### src/core/light_sensor_regs.svh
/*
  Register constants for the light sensor register block: command codes,
  field positions and reset values.
  Assumes it is included by its bare name and holds definitions only.
*/
`ifndef LIGHT_SENSOR_REGS_SVH
`define LIGHT_SENSOR_REGS_SVH

`define CMD_UPPER_BOUND   8'h01
`define CMD_LOWER_BOUND   8'h02
`define CMD_POWER_SAVE    8'h03
`define CMD_LIGHT_RESULT  8'h04
`define CMD_WHITE_RESULT  8'h05

`define PSM_SEL_HI        2
`define PSM_SEL_LO        1
`define PSM_ON_BIT        0

`define RST_BOUND         16'h0000
`define RST_POWER_SAVE    3'h0
`define RST_RESULT        16'h0000
`define RST_DEV_ADDR      7'h10

`define BYTE_BITS         4'h8

`endif

### src/core/light_sensor_pkg.sv
/*
  Types for the light sensor register block: serial state machine and the
  packed state of the top module.
  Assumes nothing beyond a SystemVerilog compiler.
*/
package light_sensor_pkg;

  typedef enum logic [3:0] {
    ST_IDLE,
    ST_ADDR,
    ST_ADDR_ACK,
    ST_CMD,
    ST_CMD_ACK,
    ST_WR_DATA,
    ST_WR_ACK,
    ST_RD_DATA,
    ST_RD_ACK
  } serial_state_t;

  typedef struct packed {
    logic          scl_s1;
    logic          scl_s2;
    logic          scl_d;
    logic          sda_s1;
    logic          sda_s2;
    logic          sda_d;
    serial_state_t st;
    logic [3:0]    cnt;
    logic [7:0]    shift;
    logic [7:0]    tx;
    logic [7:0]    cmd;
    logic          rw;
    logic          byte_hi;
    logic          nack;
    logic          drive;
    logic [7:0]    low_hold;
    logic [15:0]   rd_word;
    logic [15:0]   upper;
    logic [15:0]   lower;
    logic [2:0]    power_saving_control;
    logic [15:0]   light;
    logic [15:0]   white;
    logic          below;
    logic          above;
  } sensor_state_t;

endpackage

### src/core/light_sensor_threshold_result_regs.sv
/*
  Two-wire serial register slave of an ambient light sensor: threshold
  window bounds, power saving control and the two result words.
  Assumes serial clock and data arrive asynchronously and are oversampled by
  clk (100 MHz); measurements and control levels come from logic on clk.
*/
`timescale 1ns/1ps
`include "light_sensor_regs.svh"

// Contract
// - Upper window bound written at code 01h
// - Upper bound: high byte 15:8, low 7:0
// - Lower window bound written at code 02h
// - Lower bound: high byte 15:8, low 7:0
// - Code 03h bits 2:1 pick mode
// - Code 03h bit 0 enables power saving
// - Light result read at code 04h
// - Light result: high byte 15:8, low 7:0
// - White result read at code 05h
// - White result: high byte 15:8, low 7:0
// - Window compare only while interrupt enabled
// - Below lower bound sets low flag
// - Above upper bound sets high flag
// - Shutdown holds results; wake-up refreshes them
module light_sensor_threshold_result_regs
  import light_sensor_pkg::*;
#(
  parameter logic [6:0] DEV_ADDR = `RST_DEV_ADDR
) (
  // Clock and reset
  input  wire logic        clk,
  input  wire logic        nrst,
  // Serial pins, open drain data
  input  wire logic        scl_i,
  input  wire logic        sda_i,
  output logic             sda_o,
  output logic             sda_oe_n,
  // Measurement side
  input  wire logic [15:0] meas_light,
  input  wire logic [15:0] meas_white,
  input  wire logic        meas_valid,
  input  wire logic        shutdown,
  input  wire logic        light_irq_on,
  input  wire logic        flag_clear,
  // Register contents
  output logic [15:0]      window_upper_bound,
  output logic [15:0]      window_lower_bound,
  output logic [1:0]       power_save_select,
  output logic             power_save_on,
  output logic [15:0]      light_channel,
  output logic [15:0]      white_channel,
  output logic             below_window_flag,
  output logic             above_window_flag
);

  sensor_state_t r;
  sensor_state_t nxt;

  logic scl_rise;
  logic scl_fall;
  logic bus_start;
  logic bus_stop;
  logic wr_commit;

  // Edges are found on the second sync stage only
  assign scl_rise  = r.scl_s2 & ~r.scl_d;
  assign scl_fall  = ~r.scl_s2 & r.scl_d;
  assign bus_start = r.scl_s2 & r.scl_d & r.sda_d & ~r.sda_s2;
  assign bus_stop  = r.scl_s2 & r.scl_d & ~r.sda_d & r.sda_s2;
  assign wr_commit = scl_fall & (r.st == ST_WR_DATA) & (r.cnt == `BYTE_BITS) & r.byte_hi;

  always_comb begin
    nxt = r;
    nxt.scl_s1 = scl_i;
    nxt.scl_s2 = r.scl_s1;
    nxt.scl_d  = r.scl_s2;
    nxt.sda_s1 = sda_i;
    nxt.sda_s2 = r.sda_s1;
    nxt.sda_d  = r.sda_s2;

    if (bus_start) begin
      nxt.st    = ST_ADDR;
      nxt.cnt   = 4'h0;
      nxt.drive = 1'b0;
    end else if (bus_stop) begin
      nxt.st    = ST_IDLE;
      nxt.drive = 1'b0;
    end else if (scl_rise) begin
      case (r.st)
        ST_ADDR, ST_CMD, ST_WR_DATA: begin
          nxt.shift = {r.shift[6:0], r.sda_s2};
          nxt.cnt   = r.cnt + 4'h1;
        end
        ST_RD_ACK: nxt.nack = r.sda_s2;
        default: ;
      endcase
    end else if (scl_fall) begin
      case (r.st)
        ST_ADDR: begin
          if (r.cnt == `BYTE_BITS) begin
            if (r.shift[7:1] == DEV_ADDR) begin
              nxt.st      = ST_ADDR_ACK;
              nxt.drive   = 1'b1;
              nxt.rw      = r.shift[0];
              nxt.byte_hi = 1'b0;
              // Snapshot so both bytes of one read belong to the same word
              case (r.cmd)
                `CMD_LIGHT_RESULT: nxt.rd_word = r.light;
                `CMD_WHITE_RESULT: nxt.rd_word = r.white;
                default:           nxt.rd_word = 16'h0000;
              endcase
            end else begin
              nxt.st = ST_IDLE;
            end
          end
        end
        ST_ADDR_ACK: begin
          nxt.cnt = 4'h0;
          if (r.rw) begin
            nxt.st    = ST_RD_DATA;
            nxt.tx    = r.rd_word[7:0];
            nxt.drive = ~r.rd_word[7];
          end else begin
            nxt.st    = ST_CMD;
            nxt.drive = 1'b0;
          end
        end
        ST_CMD: begin
          if (r.cnt == `BYTE_BITS) begin
            nxt.cmd     = r.shift;
            nxt.st      = ST_CMD_ACK;
            nxt.drive   = 1'b1;
            nxt.byte_hi = 1'b0;
          end
        end
        ST_CMD_ACK, ST_WR_ACK: begin
          nxt.st    = ST_WR_DATA;
          nxt.cnt   = 4'h0;
          nxt.drive = 1'b0;
        end
        ST_WR_DATA: begin
          if (r.cnt == `BYTE_BITS) begin
            nxt.st      = ST_WR_ACK;
            nxt.drive   = 1'b1;
            nxt.byte_hi = ~r.byte_hi;
            if (!r.byte_hi) begin
              nxt.low_hold = r.shift;
            end else begin
              // Whole word lands at once, so logic never sees a half-written bound
              case (r.cmd)
                `CMD_UPPER_BOUND: nxt.upper = {r.shift, r.low_hold};
                `CMD_LOWER_BOUND: nxt.lower = {r.shift, r.low_hold};
                `CMD_POWER_SAVE:  nxt.power_saving_control   = r.low_hold[`PSM_SEL_HI:`PSM_ON_BIT];
                default: ;
              endcase
            end
          end
        end
        ST_RD_DATA: begin
          nxt.cnt = r.cnt + 4'h1;
          if (r.cnt == 4'h7) begin
            nxt.st    = ST_RD_ACK;
            nxt.drive = 1'b0;
          end else begin
            nxt.tx    = {r.tx[6:0], 1'b0};
            nxt.drive = ~r.tx[6];
          end
        end
        ST_RD_ACK: begin
          nxt.cnt = 4'h0;
          if (r.nack) begin
            nxt.st    = ST_IDLE;
            nxt.drive = 1'b0;
          end else begin
            nxt.st      = ST_RD_DATA;
            nxt.byte_hi = ~r.byte_hi;
            nxt.tx      = r.byte_hi ? r.rd_word[7:0] : r.rd_word[15:8];
            nxt.drive   = r.byte_hi ? ~r.rd_word[7] : ~r.rd_word[15];
          end
        end
        default: nxt.st = ST_IDLE;
      endcase
    end

    // Results freeze in shutdown and refresh after wake-up
    if (meas_valid && !shutdown) begin
      nxt.light = meas_light;
      nxt.white = meas_white;
    end

    // Clear first, so a crossing in the clear cycle still sets the flag
    if (flag_clear) begin
      nxt.below = 1'b0;
      nxt.above = 1'b0;
    end
    if (meas_valid && light_irq_on) begin
      if (meas_light < r.lower) nxt.below = 1'b1;
      if (meas_light > r.upper) nxt.above = 1'b1;
    end
  end

  always_ff @(posedge clk or negedge nrst) begin
    if (!nrst) begin
      r         <= '0;
      r.scl_s1  <= 1'b1;
      r.scl_s2  <= 1'b1;
      r.scl_d   <= 1'b1;
      r.sda_s1  <= 1'b1;
      r.sda_s2  <= 1'b1;
      r.sda_d   <= 1'b1;
      r.st      <= ST_IDLE;
      r.upper   <= `RST_BOUND;
      r.lower   <= `RST_BOUND;
      r.power_saving_control     <= `RST_POWER_SAVE;
      r.light   <= `RST_RESULT;
      r.white   <= `RST_RESULT;
    end else begin
      r <= nxt;
    end
  end

  assign sda_o              = 1'b0;
  assign sda_oe_n           = ~r.drive;
  assign window_upper_bound = r.upper;
  assign window_lower_bound = r.lower;
  assign power_save_select  = r.power_saving_control[`PSM_SEL_HI:`PSM_SEL_LO];
  assign power_save_on      = r.power_saving_control[`PSM_ON_BIT];
  assign light_channel      = r.light;
  assign white_channel      = r.white;
  assign below_window_flag  = r.below;
  assign above_window_flag  = r.above;

  a_upper_commit: assert property (@(posedge clk) disable iff (!nrst)
    wr_commit && r.cmd == `CMD_UPPER_BOUND |=>
      window_upper_bound == {$past(r.shift), $past(r.low_hold)})
    else $error("Upper bound not taken from the two data bytes");

  a_lower_commit: assert property (@(posedge clk) disable iff (!nrst)
    wr_commit && r.cmd == `CMD_LOWER_BOUND |=>
      window_lower_bound[15:8] == $past(r.shift) && window_lower_bound[7:0] == $past(r.low_hold))
    else $error("Lower bound bytes misplaced");

  a_power_fields: assert property (@(posedge clk) disable iff (!nrst)
    wr_commit && r.cmd == `CMD_POWER_SAVE |=>
      power_save_select == $past(r.low_hold[2:1]) && power_save_on == $past(r.low_hold[0]))
    else $error("Power save fields not taken from bits 2:0");

  a_bound_stable: assert property (@(posedge clk) disable iff (!nrst)
    !wr_commit |=> $stable(window_upper_bound) && $stable(window_lower_bound) && $stable(power_save_on))
    else $error("Register changed without a write");

  a_first_low: assert property (@(posedge clk) disable iff (!nrst)
    r.st == ST_ADDR_ACK && r.rw && scl_fall |=> r.drive == ~r.rd_word[7] && r.tx == r.rd_word[7:0])
    else $error("Read did not start with the low byte");

  a_result_hold: assert property (@(posedge clk) disable iff (!nrst)
    shutdown |=> $stable(light_channel) && $stable(white_channel))
    else $error("Result changed during shutdown");

  a_result_update: assert property (@(posedge clk) disable iff (!nrst)
    meas_valid && !shutdown |=> light_channel == $past(meas_light) && white_channel == $past(meas_white))
    else $error("Result not refreshed by new measurement");

  a_below_set: assert property (@(posedge clk) disable iff (!nrst)
    meas_valid && light_irq_on && meas_light < window_lower_bound |=> below_window_flag)
    else $error("Low flag not set below the window");

  a_above_set: assert property (@(posedge clk) disable iff (!nrst)
    meas_valid && light_irq_on && meas_light > window_upper_bound |=> above_window_flag)
    else $error("High flag not set above the window");

  a_irq_gate: assert property (@(posedge clk) disable iff (!nrst)
    !light_irq_on && !below_window_flag && !above_window_flag |=> !below_window_flag && !above_window_flag)
    else $error("Flag set while interrupt disabled");

endmodule // light_sensor_threshold_result_regs

### config.mk
export PLATFORM = sky130hd
export DESIGN_NAME = light_sensor_threshold_result_regs
export DESIGN_NICKNAME = d
export VERILOG_FILES = /design/src/core/light_sensor_pkg.sv /design/src/core/light_sensor_threshold_result_regs.sv
export VERILOG_INCLUDE_DIRS = /design/src /design/src/core
export SDC_FILE = /design/constraint.sdc
export NUM_CORES = 1
export LEC_CHECK = 0
export ABC_AREA = 1
export ABC_CLOCK_PERIOD_IN_PS = 1500
export BUFFER_PORTS_ARGS = -buffer_cell sky130_fd_sc_hd__buf_2
export CAP_MARGIN = 20
export CELL_PAD_IN_SITES_DETAIL_PLACEMENT = 0
export CELL_PAD_IN_SITES_GLOBAL_PLACEMENT = 1
export CORE_MARGIN = 5
export CORE_UTILIZATION = 30
export CTS_BUF_LIST = sky130_fd_sc_hd__clkbuf_16
export DETAILED_ROUTE_END_ITERATION = 10
export PLACE_DENSITY_LB_ADDON = 0.1
export SETUP_SLACK_MARGIN = 0.02
export SYNTH_ARGS = -nofsm -noshare
export SYNTH_HDL_FRONTEND = slang
export SYNTH_SLANG_ARGS = --single-unit
### constraint.sdc
create_clock -name clk -period 1.5 [get_ports clk]
set_input_delay 0.15 -clock clk [delete_from_list [all_inputs] [get_ports clk]]
set_output_delay 0.15 -clock clk [all_outputs]
set_load 0.01 [all_outputs]
Yosys cells after proc, flatten, opt, wreduce, memory -nomap -nowiden
Cells that the tools add are included.
- bits of input ports: 40
- output and inout port bits: 71
- logic and storage cells: 166
- flip-flop bits (word level): 135
- mux-type cells: 64
- bitwise logic cells: 19
- equal/unequal tests: 31
- add/subtract/negate cells: 1
- reductions and logical operators: 25
- $lt $le $gt $ge: 2
- operators with widths (operator ; count):
    $mux W60 ; 2
    $mux W35 ; 3
    $mux W8 ; 11
    $mux W16 ; 5
    $mux W18 ; 2
    $pmux W16 S2 ; 1
    $reduce_and A8 Y1 ; 4
    $mux W31 ; 1
    $mux W4 ; 7
    $pmux W4 S7 ; 1
    $pmux W8 S3 ; 1
    $reduce_and A7 Y1 ; 3
    $eq A4 B3 Y1 const B ; 5
    $mux W1 ; 17
    $eq A8 B2 Y1 const B ; 2
    $eq A8 B3 Y1 const B ; 2
    $gt A16 B16 Y1 ; 1
    $lt A16 B16 Y1 ; 1
    $ne A4 B4 Y1 const B ; 4
    $ne A2 B2 Y1 const B ; 7
    $mux W12 ; 1
    $not A1 Y1 ; 12
    $reduce_and A4 Y1 ; 3
    $reduce_and A6 Y1 ; 2
    25 further kinds ; 44

Depth between registers and ports, before layout
Gate-level depths: netlist of run 1.
- depth after elaboration: 9
- gate-level depth with buffers: 12
- mapped depth without buffers: 12

Least setup slack after synthesis of run 1
OpenSTA, ideal clock, no wires.
- path type: register to register
- start: register r[132] (netlist name)
- end: register r (netlist bit window_lower_bound[12])
- path slack: -0.160 ns
- required time: 1.380 ns
- buffers on the path: 1
- arrival: 1.540 ns
- library setup time: 0.120 ns
- cell stages (with the launch flop): 10
- period minus slack after synthesis: 1.660 ns
- cell sequence: dfstp_2 inv_1 ha_1 inv_1 nand3_1 nor2_1 nand3_2 buf_6 nand2_1 o21ai_2
- cells in the longest elaborated chain, start to end: 5
- elaborated cells between the ends (all ways): 12
- classes of those cells: 11 x bitwise; 1 x reduce/logical
- ends and longest elaborated chain (element ; line ; source):
    from (decl) ; light_sensor_threshold_result_regs.sv:56 ; sensor_state_t r;
    from (signal assigned) ; light_sensor_threshold_result_regs.sv:218 ; r <= nxt;
    $and A1 B1 Y1 ; light_sensor_threshold_result_regs.sv:68, light_sensor_threshold_result_regs.sv:69 ;
    $and A1 B1 Y1 (on tied branches) (2 in a row) ; light_sensor_threshold_result_regs.sv:69, light_sensor_threshold_result_regs.sv:68 ;
    $not A1 Y1 (no line) ; -- ;
    $reduce_and A8 Y1 (no line) (*) ; -- ;
Mark *: on every way between the ends. The rest lies on a longest branch, timed or not.
A chain may end at the register's enable or synchronous reset.

Worst setup path after layout of run 1
- start: register r[132] (netlist name)
- end: register r (netlist bit window_upper_bound[9])
The elaborated chain is that of the path after synthesis.

==> impl_metrics.prom, run 1 <==
# TYPE chip_impl_metric gauge
chip_impl_metric{name="die-height",unit="µm"} 167
chip_impl_info{name="failing_checks",value="setup timing"} 1
chip_impl_metric{name="fp.dieArea",unit="µm²"} 27900
chip_impl_metric{name="drt.antenna.violating_nets",unit=""} 0
chip_impl_metric{name="timing.critical_path.fanout_max",unit=""} 5
chip_impl_metric{name="num-fill-cells",unit=""} 2486
chip_impl_metric{name="fp.coreArea",unit="µm²"} 24300
chip_impl_metric{name="dpl.hpwl",unit="µm"} 16400
chip_impl_metric{name="yosys.area.top_type_share",unit="%"} 43.3
chip_impl_metric{name="area_growth",unit="%"} 36.8
chip_impl_info{name="synthTopCellsByArea",value="dfrtp_1, nand2_1, buf_4"} 1
chip_impl_info{name="critPathCaptureType",value="flip-flop"} 1
chip_impl_metric{name="grt_max_degree",unit=""} 41
chip_impl_info{name="rr_endpoint",value="window_upper_bound[9]"} 1
chip_impl_metric{name="fin_crit_sh",unit="%"} 114
chip_impl_metric{name="cts_buffer_depth",unit=""} 2
chip_impl_metric{name="clk-insertion-delay-late",unit="ns"} 0.43
chip_impl_metric{name="synthDistinctLibCells",unit=""} 37
chip_impl_info{name="r2r_start",value="r[132]"} 1
chip_impl_metric{name="fin_setup_tns",unit="ns"} -9.95
chip_impl_metric{name="fin_ws",unit="ns"} -0.208
chip_impl_info{name="crit_path_start",value="r[132]"} 1
chip_impl_metric{name="placement.setup.worst_slack",unit="ns"} -0.209
chip_impl_metric{name="final-instance-count-excl-fill",unit=""} 1375
chip_impl_metric{name="r2r_setup_slack",unit="ns"} -0.21
chip_impl_metric{name="io_buffer_count",unit=""} 109
chip_impl_metric{name="antenna_found_initial",unit=""} 0
chip_impl_metric{name="power",unit="mW"} 9.70
chip_impl_metric{name="num_rows",unit=""} 57
chip_impl_metric{name="timing_hold_violations_final",unit=""} 0
chip_impl_metric{name="first_global_vias",unit=""} 6003
chip_impl_metric{name="multi_input_comb_area",unit="µm²"} 3560
chip_impl_metric{name="worstRegToRegCells",unit=""} 9
chip_impl_metric{name="synthesized_area_divided_by_synthesized_cell_count",unit="µm²"} 8.44
chip_impl_metric{name="synth_enable_flop_cells",unit=""} 0
chip_impl_metric{name="clk_transition_reported_paths",unit="ns"} 0.06
chip_impl_metric{name="wirelength_met1",unit="µm"} 11000
chip_impl_metric{name="synth.net_count",unit=""} 954
chip_impl_metric{name="grt_pass1_wl",unit="µm"} 34400
chip_impl_metric{name="wire_length_on_met2",unit="µm"} 10000
chip_impl_info{name="setup.worst_path.end",value="window_upper_bound[9]"} 1
chip_impl_metric{name="track_usage",unit="%"} 15.7
chip_impl_metric{name="gp_congestion",unit=""} 0.776
chip_impl_metric{name="io_pins",unit=""} 111
chip_impl_metric{name="seqCellArea",unit="µm²"} 3360
chip_impl_metric{name="layout-drive-gt1-share",unit="%"} 39.8
chip_impl_metric{name="synth.yosys.seq_area_share",unit="%"} 45.4
chip_impl_info{name="cts_tree",value="done"} 1
chip_impl_metric{name="remaining_drc_errors",unit=""} 0
chip_impl_info{name="ctsRootBufferMaster",value="clkbuf_16"} 1
chip_impl_metric{name="yosys_register_bits",unit=""} 134
chip_impl_metric{name="nets",unit=""} 1115
chip_impl_metric{name="iteration_0_drc_markers",unit=""} 323
chip_impl_metric{name="power_leakage",unit="nW"} 4.82
chip_impl_info{name="ys_dominant_reg_cell",value="dfrtp_1"} 1
chip_impl_metric{name="max_cap_violations",unit=""} 0
chip_impl_metric{name="clock_sinks",unit=""} 134
chip_impl_info{name="routed.top_layer",value="met4"} 1
chip_impl_info{name="worst_hold_path_type",value="input pin to flip-flop"} 1
chip_impl_metric{name="met3_wirelength",unit="µm"} 832
chip_impl_metric{name="die_width",unit="µm"} 167
chip_impl_metric{name="htreeDepth",unit=""} 4
chip_impl_metric{name="finalCoreUtilization",unit="%"} 41.7
chip_impl_metric{name="post_drt_wl_per_cell",unit="µm"} 16.1
chip_impl_metric{name="cp_data_arrival_time",unit="ns"} 2.01
chip_impl_metric{name="clock_skew",unit="ns"} 0.0109
chip_impl_info{name="worstSetupPathType",value="flip-flop to flip-flop"} 1
chip_impl_info{name="yosysMostFrequentCell",value="nand2_1"} 1
chip_impl_metric{name="remaining_global_route_overflow",unit=""} 0
chip_impl_metric{name="maxSlewViolCount",unit=""} 0
chip_impl_metric{name="proportion_of_register_bits_with_asynchronous_set_or_reset_after_synthesis",unit="%"} 100
chip_impl_metric{name="initial_utilization",unit="%"} 30.5
chip_impl_metric{name="place_inst",unit=""} 1303
chip_impl_metric{name="antenna-diode-count",unit=""} 0
chip_impl_info{name="nature_of_the_critical_path_startpoint",value="flip-flop"} 1
chip_impl_metric{name="wl",unit="µm"} 22100
chip_impl_metric{name="tritoncts.num_buffers",unit=""} 17
chip_impl_info{name="yosysTopAreaCell",value="dfrtp_1"} 1
chip_impl_metric{name="num_vias",unit=""} 6123
chip_impl_info{name="yosys-top-cells-count",value="nand2_1, dfrtp_1, inv_1"} 1
chip_impl_info{name="run_status",value="complete, but fails checks"} 1
chip_impl_metric{name="maxClockFrequency",unit="GHz"} 0.585
chip_impl_info{name="holdCritStartpoint",value="meas_light[7]"} 1
chip_impl_info{name="grt_setup_unrepaired",value="true"} 1
chip_impl_metric{name="synth_cells",unit=""} 877
chip_impl_metric{name="post_synth_instance_area",unit="µm²"} 7410
chip_impl_metric{name="via_per_inst",unit=""} 4.45
chip_impl_metric{name="final-setup-viol-count",unit=""} 85
chip_impl_metric{name="first_pass_iters",unit=""} 5
chip_impl_metric{name="warnings_from_yosys",unit=""} 0
chip_impl_metric{name="critPathRequiredTime",unit="ns"} 1.81
chip_impl_metric{name="min_period",unit="ns"} 1.71
chip_impl_metric{name="power_density",unit="nW/µm²"} 957
chip_impl_metric{name="vdd.ir_drop.worst",unit="µV"} 674
how the worst min path moves through the flow:
stage               cells after the start  slack (ns)           endpoint
finish                                  2        0.02   light_channel[7]
global route                            2        0.01   light_channel[7]
CTS                                     2       0.005   light_channel[7]
detailed placement                      1        0.07   white_channel[2]
global placement                        1        0.07   white_channel[2]
floorplan                               0       -0.15  above_window_flag
cells in the final DEF, fill, tap and decap left out, types with 27 or more instances in the layout:
master / instances
ha_1: 27
mux2_2: 31
o21ai_0: 41
buf_2: 108
nand3_1: 47
a21oi_1: 36
nand2_1: 159
buf_4: 77
nand2_2: 43
nor2_1: 42
inv_1: 89
dfrtp_1: 126
report_power, final:
group | switching [mW] | total [mW] | internal [mW]
Clock | 1.72 | 4.51 | 2.79
Sequential | 0.157 | 3.97 | 3.82
Combinational | 0.645 | 1.22 | 0.574
per-stage QoR:
step                      area (µm²)  hold slack [ns]
after floorplan                 7560           -0.146
after global placement          8620           0.0653
after detailed placement        8620           0.0652
after CTS                       9600          0.00519
after global routing           10100           0.0147
final                          10100           0.0244
registers in the layout, summed over array words and instances (netlist names):
signal,flops
above_window_flag,1
below_window_flag,1
light_channel,16
nxt,4
power_save_on,1
power_save_select,2
r,61
white_channel,16
window_lower_bound,16
window_upper_bound,16
what timing repair did:
item / in CTS / in global routing
gates resized for setup: 31 / 88
endpoints found under the hold margin: 149 / 0
buffers inserted: 2 / 11
hold buffers: 21 / 0
endpoints found under the setup margin: 92 / 96
pin swaps: 10 / 19
cloned: 1 / 5
cell families (layout without fill, tap and decap cells):
kind of cell / after synthesis / after routing / synth area share [%]
AO/OA/AOI/OAI: 133 / 133 / 9.70
XOR/XNOR: 1 / 1 / 0.118
adder cells (fa/ha/maj): 37 / 37 / 6.25
buffers and inverters: 194 / 367 / 13.9
flip-flops: 134 / 134 / 45.4
multiplexers: 31 / 31 / 4.71
other: 1 / 1 / 0.0506
AND/OR/NAND/NOR: 346 / 347 / 19.9
critical path: stages, from the launching register on:
cell	delay, ns
dfstp_2	0.57
inv_2	0.06
ha_4	0.17
inv_4	0.06
nand3_4	0.11
nor2_4	0.12
nand3_4	0.16
clkbuf_16	0.23
nand2_2	0.05
o21ai_1	0.05
area by class of cell:
type	instances	area share (%)
tap	324	4.00
sequential	134	33.2
clock buffer	17	4.20
inverter	104	3.90
timing repair buffer	231	17.6
clock inverter	15	2.00
multi-input combinational	550	35.1
per-layer routing:
layer	track usage (%)	vias to the layer above
met5	0	-
met4	3.74	0
met3	3.30	15
met2	23.6	118
met1	23.2	2887
li1	-	3103
(Power assumes the default switching activity.)
==> inputs of run 2 (changes only) <==
--- a/config.mk
+++ b/config.mk
@@ -8,7 +8,6 @@
 export LEC_CHECK = 0
 export ABC_AREA = 1
 export ABC_CLOCK_PERIOD_IN_PS = 1500
-export BUFFER_PORTS_ARGS = -buffer_cell sky130_fd_sc_hd__buf_2
 export CAP_MARGIN = 20
 export CELL_PAD_IN_SITES_DETAIL_PLACEMENT = 0
 export CELL_PAD_IN_SITES_GLOBAL_PLACEMENT = 1
@@ -16,6 +15,7 @@
 export CORE_UTILIZATION = 30
 export CTS_BUF_LIST = sky130_fd_sc_hd__clkbuf_16
 export DETAILED_ROUTE_END_ITERATION = 10
+export DONT_BUFFER_PORTS = 1
 export PLACE_DENSITY_LB_ADDON = 0.1
 export SETUP_SLACK_MARGIN = 0.02
 export SYNTH_ARGS = -nofsm -noshare
==> impl_metrics.prom, run 2 (same netlist as run 1, synthesis figures left out) <==
# TYPE chip_impl_metric gauge
chip_impl_info{name="run_status",value="complete, but fails checks"} 1
chip_impl_info{name="failing_checks",value="hold timing, setup timing"} 1
chip_impl_metric{name="grt_pass1_wl",unit="µm"} 33100
chip_impl_metric{name="clk-insertion-delay-late",unit="ns"} 0.42
chip_impl_metric{name="area_growth",unit="%"} 34.6
chip_impl_metric{name="fin_ws",unit="ns"} -0.207
chip_impl_metric{name="final-instance-count-excl-fill",unit=""} 1298
chip_impl_metric{name="max_cap_violations",unit=""} 0
chip_impl_metric{name="cts_buffer_depth",unit=""} 2
chip_impl_metric{name="htreeDepth",unit=""} 4
chip_impl_metric{name="min_period",unit="ns"} 1.71
chip_impl_info{name="critPathCaptureType",value="flip-flop"} 1
chip_impl_metric{name="largest_register_ff_count",unit=""} 61
chip_impl_metric{name="grt_max_degree",unit=""} 135
chip_impl_metric{name="remaining_global_route_overflow",unit=""} 0
chip_impl_info{name="grt_setup_unrepaired",value="true"} 1
chip_impl_metric{name="cp_data_arrival_time",unit="ns"} 2.01
chip_impl_info{name="mostFrequentLayoutCell",value="nand2_1"} 1
chip_impl_metric{name="wl",unit="µm"} 22700
chip_impl_metric{name="num_rows",unit=""} 57
chip_impl_metric{name="num_vias",unit=""} 5963
chip_impl_metric{name="antenna-diode-count",unit=""} 0
chip_impl_info{name="cpMaxStageDelayCell",value="dfrtp_1"} 1
chip_impl_metric{name="r2r_setup_slack",unit="ns"} -0.21
chip_impl_metric{name="track_usage",unit="%"} 15.1
chip_impl_metric{name="drt.antenna.violating_nets",unit=""} 0
chip_impl_metric{name="fin_crit_sh",unit="%"} 114
chip_impl_metric{name="fin_setup_tns",unit="ns"} -11.93
chip_impl_metric{name="layout-drive-gt1-share",unit="%"} 35.8
chip_impl_metric{name="finalCoreUtilization",unit="%"} 41.0
chip_impl_metric{name="cts-hold-fix-buffers",unit=""} 34
chip_impl_metric{name="power_density",unit="nW/µm²"} 892
chip_impl_info{name="nature_of_the_critical_path_startpoint",value="flip-flop"} 1
chip_impl_metric{name="clock_sinks",unit=""} 134
chip_impl_info{name="cts_tree",value="done"} 1
chip_impl_metric{name="die_width",unit="µm"} 167
chip_impl_metric{name="io_buffer_count",unit=""} 0
chip_impl_info{name="worst_hold_path_type",value="input pin to async pin"} 1
chip_impl_metric{name="hold_slack",unit="ns"} -0.583
chip_impl_metric{name="final_cell_area",unit="µm²"} 9970
chip_impl_metric{name="first_global_vias",unit=""} 5837
chip_impl_metric{name="clk_transition_reported_paths",unit="ns"} 0.07
chip_impl_metric{name="timing.critical_path.fanout_max",unit=""} 8
chip_impl_info{name="final_cell_mix",value="nand2_1, dfrtp_1, buf_4, inv_1, nand3_1"} 1
chip_impl_metric{name="remaining_drc_errors",unit=""} 0
chip_impl_metric{name="antenna_found_initial",unit=""} 0
chip_impl_metric{name="cell_area_after_placement",unit="µm²"} 8110
chip_impl_metric{name="dpl.hpwl",unit="µm"} 15200
chip_impl_metric{name="place_inst",unit=""} 1204
chip_impl_metric{name="tritoncts.num_buffers",unit=""} 17
chip_impl_metric{name="die-height",unit="µm"} 167
chip_impl_info{name="worstSetupPathType",value="flip-flop to flip-flop"} 1
chip_impl_metric{name="placement.setup.worst_slack",unit="ns"} -0.167
chip_impl_metric{name="via_per_inst",unit=""} 4.59
chip_impl_metric{name="io_pins",unit=""} 111
chip_impl_metric{name="power_leakage",unit="nW"} 4.51
chip_impl_metric{name="initial_utilization",unit="%"} 30.5
chip_impl_info{name="ctsRootBufferMaster",value="clkbuf_16"} 1
chip_impl_metric{name="vdd.ir_drop.worst",unit="µV"} 696
chip_impl_metric{name="fp.dieArea",unit="µm²"} 27900
chip_impl_metric{name="timing_hold_violations_final",unit=""} 134
chip_impl_metric{name="final-setup-viol-count",unit=""} 94
chip_impl_info{name="critical_path.cell_chain",value="inv_2 -> ha_4 -> nand2_4 -> nor2_4 -> nand2_4 -> nor2_4 -> nand3_4 -> clkbuf_16 -> nand2_2 -> o21ai_1"} 1
chip_impl_metric{name="gp_congestion",unit=""} 0.798
chip_impl_metric{name="post_drt_wl_per_cell",unit="µm"} 17.5
chip_impl_metric{name="critPathRequiredTime",unit="ns"} 1.81
chip_impl_metric{name="first_pass_iters",unit=""} 5
chip_impl_metric{name="cp_slowest_stage_delay",unit="ns"} 0.39
chip_impl_metric{name="fp.coreArea",unit="µm²"} 24300
chip_impl_metric{name="maxClockFrequency",unit="GHz"} 0.586
chip_impl_metric{name="power",unit="mW"} 8.89
chip_impl_metric{name="maxSlewViolCount",unit=""} 0
chip_impl_metric{name="iteration_0_drc_markers",unit=""} 246
chip_impl_metric{name="clock_skew",unit="ns"} 0.0137
chip_impl_metric{name="nets",unit=""} 1038
chip_impl_info{name="largest_register",value="r"} 1
## run 2: cell types whose count changed in the layout (fill, tap and decap cells not counted), moves of 5 or more
cell / before / now
o21ai_0: 41 / 27
buf_4: 77 / 93
a21oi_2: 4 / 9
nor2_1: 42 / 30
nor2_4: 11 / 25
buf_2: 108 / 0
nand2_1: 159 / 153
o21ai_1: 25 / 39
a21oi_1: 36 / 31
dlygate4sd3_1: 21 / 34
nand2_4: 10 / 22
## run 2: layout make-up
type | instances | area (µm²)
repair buffers | 154 | 1560
multi-input cells | 550 | 3690
well taps | 324 | 405
clock buffers | 17 | 425
fillers | 2383 | 14400
flip-flops and latches | 134 | 3360
clock inverters | 15 | 121
inverters | 104 | 400
## run 2: worst max-delay path: cells and delay by family, from the launching register on
family	cells	cell delay [ns]
buffers and inverters	2	0.32
and+or+nand+nor	6	0.69
AOI/OAI and AO/OA	1	0.05
adders and majority gates	1	0.13
DFF	1	0.39
## run 2: metal layers
layer / vias to the layer above / GRT usage (%) / part of all wire, %
met2: 109 / 24.2 / 48
met5: - / 0 / 0
met1: 2906 / 20.4 / 46
li1: 2938 / - / -
met4: 0 / 3.31 / 0.54
met3: 10 / 4.13 / 5.0
## run 2: final timing paths
path                                   start               endpoint  depth (start not counted)
worst max register to register        r[121]  window_upper_bound[5]                         10
worst max-delay path                  r[121]  window_upper_bound[5]                         10
worst min register to register      nxt[130]               nxt[129]                          0
worst min-delay path                    nrst      white_channel[13]                          0
min in group clk                light_irq_on      above_window_flag                          4
max in group asynchronous               nrst                 r[132]                          0
## run 2: where the power goes
| part | internal (mW) | leakage, nW | switching [mW] |
|---|---|---|---|
| registers | 3.81 | 1.77 | 0.270 |
| logic | 0.454 | 2.48 | 0.409 |
| clock network | 2.15 | 0.258 | 1.79 |
## run 2: repair_timing
item	CTS	global route
hold endpoints to repair	169	134
cloned	1	12
buffers inserted	6	10
gates resized for setup	49	131
pin swaps	16	33
setup endpoints to repair	95	95
==> inputs of run 3 (changes only) <==
--- a/config.mk
+++ b/config.mk
@@ -7,7 +7,8 @@
 export NUM_CORES = 1
 export LEC_CHECK = 0
 export ABC_AREA = 1
-export ABC_CLOCK_PERIOD_IN_PS = 1500
+export ABC_CLOCK_PERIOD_IN_PS = 1550
+export BUFFER_PORTS_ARGS = -buffer_cell sky130_fd_sc_hd__buf_2
 export CAP_MARGIN = 20
 export CELL_PAD_IN_SITES_DETAIL_PLACEMENT = 0
 export CELL_PAD_IN_SITES_GLOBAL_PLACEMENT = 1
@@ -15,7 +16,6 @@
 export CORE_UTILIZATION = 30
 export CTS_BUF_LIST = sky130_fd_sc_hd__clkbuf_16
 export DETAILED_ROUTE_END_ITERATION = 10
-export DONT_BUFFER_PORTS = 1
 export PLACE_DENSITY_LB_ADDON = 0.1
 export SETUP_SLACK_MARGIN = 0.02
 export SYNTH_ARGS = -nofsm -noshare
==> constraint.sdc (replaced) <==
create_clock -name clk -period 1.55 [get_ports clk]
set_input_delay 0.155 -clock clk [delete_from_list [all_inputs] [get_ports clk]]
set_output_delay 0.155 -clock clk [all_outputs]
set_load 0.02 [all_outputs]
==> impl_metrics.prom, run 3 (same netlist as run 1, synthesis figures left out) <==
# TYPE chip_impl_metric gauge
chip_impl_metric{name="die_width",unit="µm"} 167
chip_impl_metric{name="area_growth",unit="%"} 33.0
chip_impl_metric{name="via_per_inst",unit=""} 4.48
chip_impl_metric{name="die-height",unit="µm"} 167
chip_impl_metric{name="grt_pass1_wl",unit="µm"} 34600
chip_impl_info{name="ctsRootBufferMaster",value="clkbuf_16"} 1
chip_impl_info{name="path_common_cell",value="nand3_4"} 1
chip_impl_info{name="cpMaxStageDelayCell",value="dfstp_2"} 1
chip_impl_metric{name="fp.coreArea",unit="µm²"} 24300
chip_impl_info{name="failing_checks",value="setup timing"} 1
chip_impl_metric{name="crit_buf_inv",unit=""} 3
chip_impl_metric{name="vdd.ir_drop.worst",unit="µV"} 523
chip_impl_info{name="holdCritStartpoint",value="meas_light[5]"} 1
chip_impl_metric{name="first_global_vias",unit=""} 6157
chip_impl_metric{name="min_period",unit="ns"} 1.73
chip_impl_metric{name="drt.antenna.violating_nets",unit=""} 0
chip_impl_metric{name="fin_crit_sh",unit="%"} 112
chip_impl_metric{name="max_cap_violations",unit=""} 0
chip_impl_info{name="worstSetupPathType",value="flip-flop to flip-flop"} 1
chip_impl_metric{name="worstRegToRegCells",unit=""} 9
chip_impl_metric{name="min_path_cells",unit=""} 2
chip_impl_metric{name="clk-insertion-delay-late",unit="ns"} 0.42
chip_impl_metric{name="r2r_setup_slack",unit="ns"} -0.18
chip_impl_metric{name="layout-drive-gt1-share",unit="%"} 35.7
chip_impl_metric{name="fp.dieArea",unit="µm²"} 27900
chip_impl_metric{name="clock_skew",unit="ns"} 0.0154
chip_impl_info{name="mostFrequentLayoutCell",value="nand2_1"} 1
chip_impl_metric{name="cp_data_arrival_time",unit="ns"} 2.04
chip_impl_metric{name="cp_slowest_stage_delay",unit="ns"} 0.58
chip_impl_metric{name="io_buffer_count",unit=""} 109
chip_impl_metric{name="maxSlewViolCount",unit=""} 0
chip_impl_metric{name="timing_hold_violations_final",unit=""} 0
chip_impl_metric{name="initial_utilization",unit="%"} 30.5
chip_impl_metric{name="htreeDepth",unit=""} 4
chip_impl_metric{name="first_pass_iters",unit=""} 4
chip_impl_metric{name="dpl.hpwl",unit="µm"} 16100
chip_impl_metric{name="clock_sinks",unit=""} 134
chip_impl_metric{name="fin_ws",unit="ns"} -0.183
chip_impl_info{name="rr_endpoint",value="window_upper_bound[0]"} 1
chip_impl_metric{name="power",unit="mW"} 9.31
chip_impl_metric{name="io_pins",unit=""} 111
chip_impl_info{name="nature_of_the_critical_path_startpoint",value="flip-flop"} 1
chip_impl_metric{name="iteration_0_drc_markers",unit=""} 217
chip_impl_metric{name="tritoncts.num_buffers",unit=""} 17
chip_impl_metric{name="final-setup-viol-count",unit=""} 78
chip_impl_metric{name="wl",unit="µm"} 22900
chip_impl_info{name="grt_setup_unrepaired",value="true"} 1
chip_impl_info{name="worst_hold_path_type",value="input pin to flip-flop"} 1
chip_impl_metric{name="num_rows",unit=""} 57
chip_impl_metric{name="grt_max_degree",unit=""} 42
chip_impl_metric{name="gp_congestion",unit=""} 0.765
chip_impl_metric{name="power_density",unit="nW/µm²"} 945
chip_impl_metric{name="finalCoreUtilization",unit="%"} 40.5
chip_impl_info{name="r2r_start",value="r[132]"} 1
chip_impl_metric{name="clk_transition_reported_paths",unit="ns"} 0.06
chip_impl_metric{name="hold_slack",unit="ns"} 0.0211
chip_impl_metric{name="num_vias",unit=""} 6092
chip_impl_metric{name="track_usage",unit="%"} 15.7
chip_impl_metric{name="cts_buffer_depth",unit=""} 2
chip_impl_metric{name="antenna-diode-count",unit=""} 0
chip_impl_metric{name="largest_register_ff_count",unit=""} 61
chip_impl_metric{name="antenna_found_initial",unit=""} 0
chip_impl_metric{name="nets",unit=""} 1099
chip_impl_metric{name="remaining_global_route_overflow",unit=""} 0
chip_impl_metric{name="remaining_drc_errors",unit=""} 0
chip_impl_metric{name="power_leakage",unit="nW"} 4.69
chip_impl_metric{name="maxClockFrequency",unit="GHz"} 0.577
chip_impl_metric{name="post_drt_wl_per_cell",unit="µm"} 16.8
chip_impl_info{name="final_cell_mix",value="nand2_1, dfrtp_1, buf_2, inv_1, buf_4"} 1
chip_impl_info{name="worstHoldEndpoint",value="light_channel[5]"} 1
chip_impl_metric{name="critPathRequiredTime",unit="ns"} 1.86
chip_impl_info{name="largest_register",value="r"} 1
chip_impl_info{name="run_status",value="complete, but fails checks"} 1
chip_impl_info{name="timing.critical_path.max_delay_family",value="flip-flops"} 1
chip_impl_info{name="critPathCaptureType",value="flip-flop"} 1
chip_impl_info{name="cts_tree",value="done"} 1
chip_impl_info{name="critical_path.cell_chain",value="inv_2 -> ha_4 -> inv_4 -> nand3_4 -> nor2_4 -> nand3_4 -> clkbuf_16 -> nand2_1 -> o21ai_1"} 1
chip_impl_metric{name="timing.critical_path.fanout_max",unit=""} 8
-- run 3: repair_timing --
action                                 4_1_cts  5_1_grt
endpoints found under the hold margin      154        0
setup endpoints to repair                   95       95
cloned                                       0        7
pin swaps                                   10       23
setup buffers                                2        6
hold buffers                                20        0
gates resized for setup                     40       70
-- run 3: per-layer routing --
layer / GRT usage [%] / wire (µm)
met5: 0 / 0
met4: 4.02 / 259
met3: 3.04 / 744
met2: 25.8 / 11200
met1: 21.4 / 10700
-- run 3: cell type report --
cell class | instances | area (µm²)
flip-flops and latches | 134 | 3360
clock inverters | 15 | 164
fillers | 2513 | 14500
repair buffers | 215 | 1640
multi-input cells | 550 | 3460
clock buffers | 17 | 425
well taps | 324 | 405
inverters | 104 | 398
-- run 3: stage by stage --
stage / setup slack [ns] / area [µm²] / std cells / setup TNS (ns)
finish: -0.183 / 9850 / 1359 / -8.14
global route: -0.265 / 9850 / 1359 / -15.67
CTS: -0.129 / 9430 / 1346 / -6.17
detailed placement: -0.187 / 8490 / 1292 / -8.93
global placement: -0.162 / 8490 / 1292 / -8.86
floorplan: -0.0257 / 7500 / 877 / -0.239
-- run 3: how the worst max path moves through the flow --
stage / cells past startpoint / slack [ns] / startpoint / to
6_report: 9 / -0.18 / r[132] / window_upper_bound[0]
5_1_grt: 9 / -0.27 / r[132] / window_upper_bound[9]
4_1_cts: 11 / -0.13 / r[132] / window_lower_bound[6]
3_5_place_dp: 10 / -0.19 / r[121] / power_save_select[1]
3_3_place_gp: 10 / -0.16 / r[121] / power_save_on
2_1_floorplan: 9 / -0.03 / r[132] / window_lower_bound[15]
-- run 3: power by group --
group | switching [mW] | internal [mW] | leakage (nW) | total (mW)
clock | 1.61 | 2.51 | 0.290 | 4.12
sequential | 0.175 | 3.69 | 1.77 | 3.87
combinational | 0.741 | 0.583 | 2.63 | 1.32
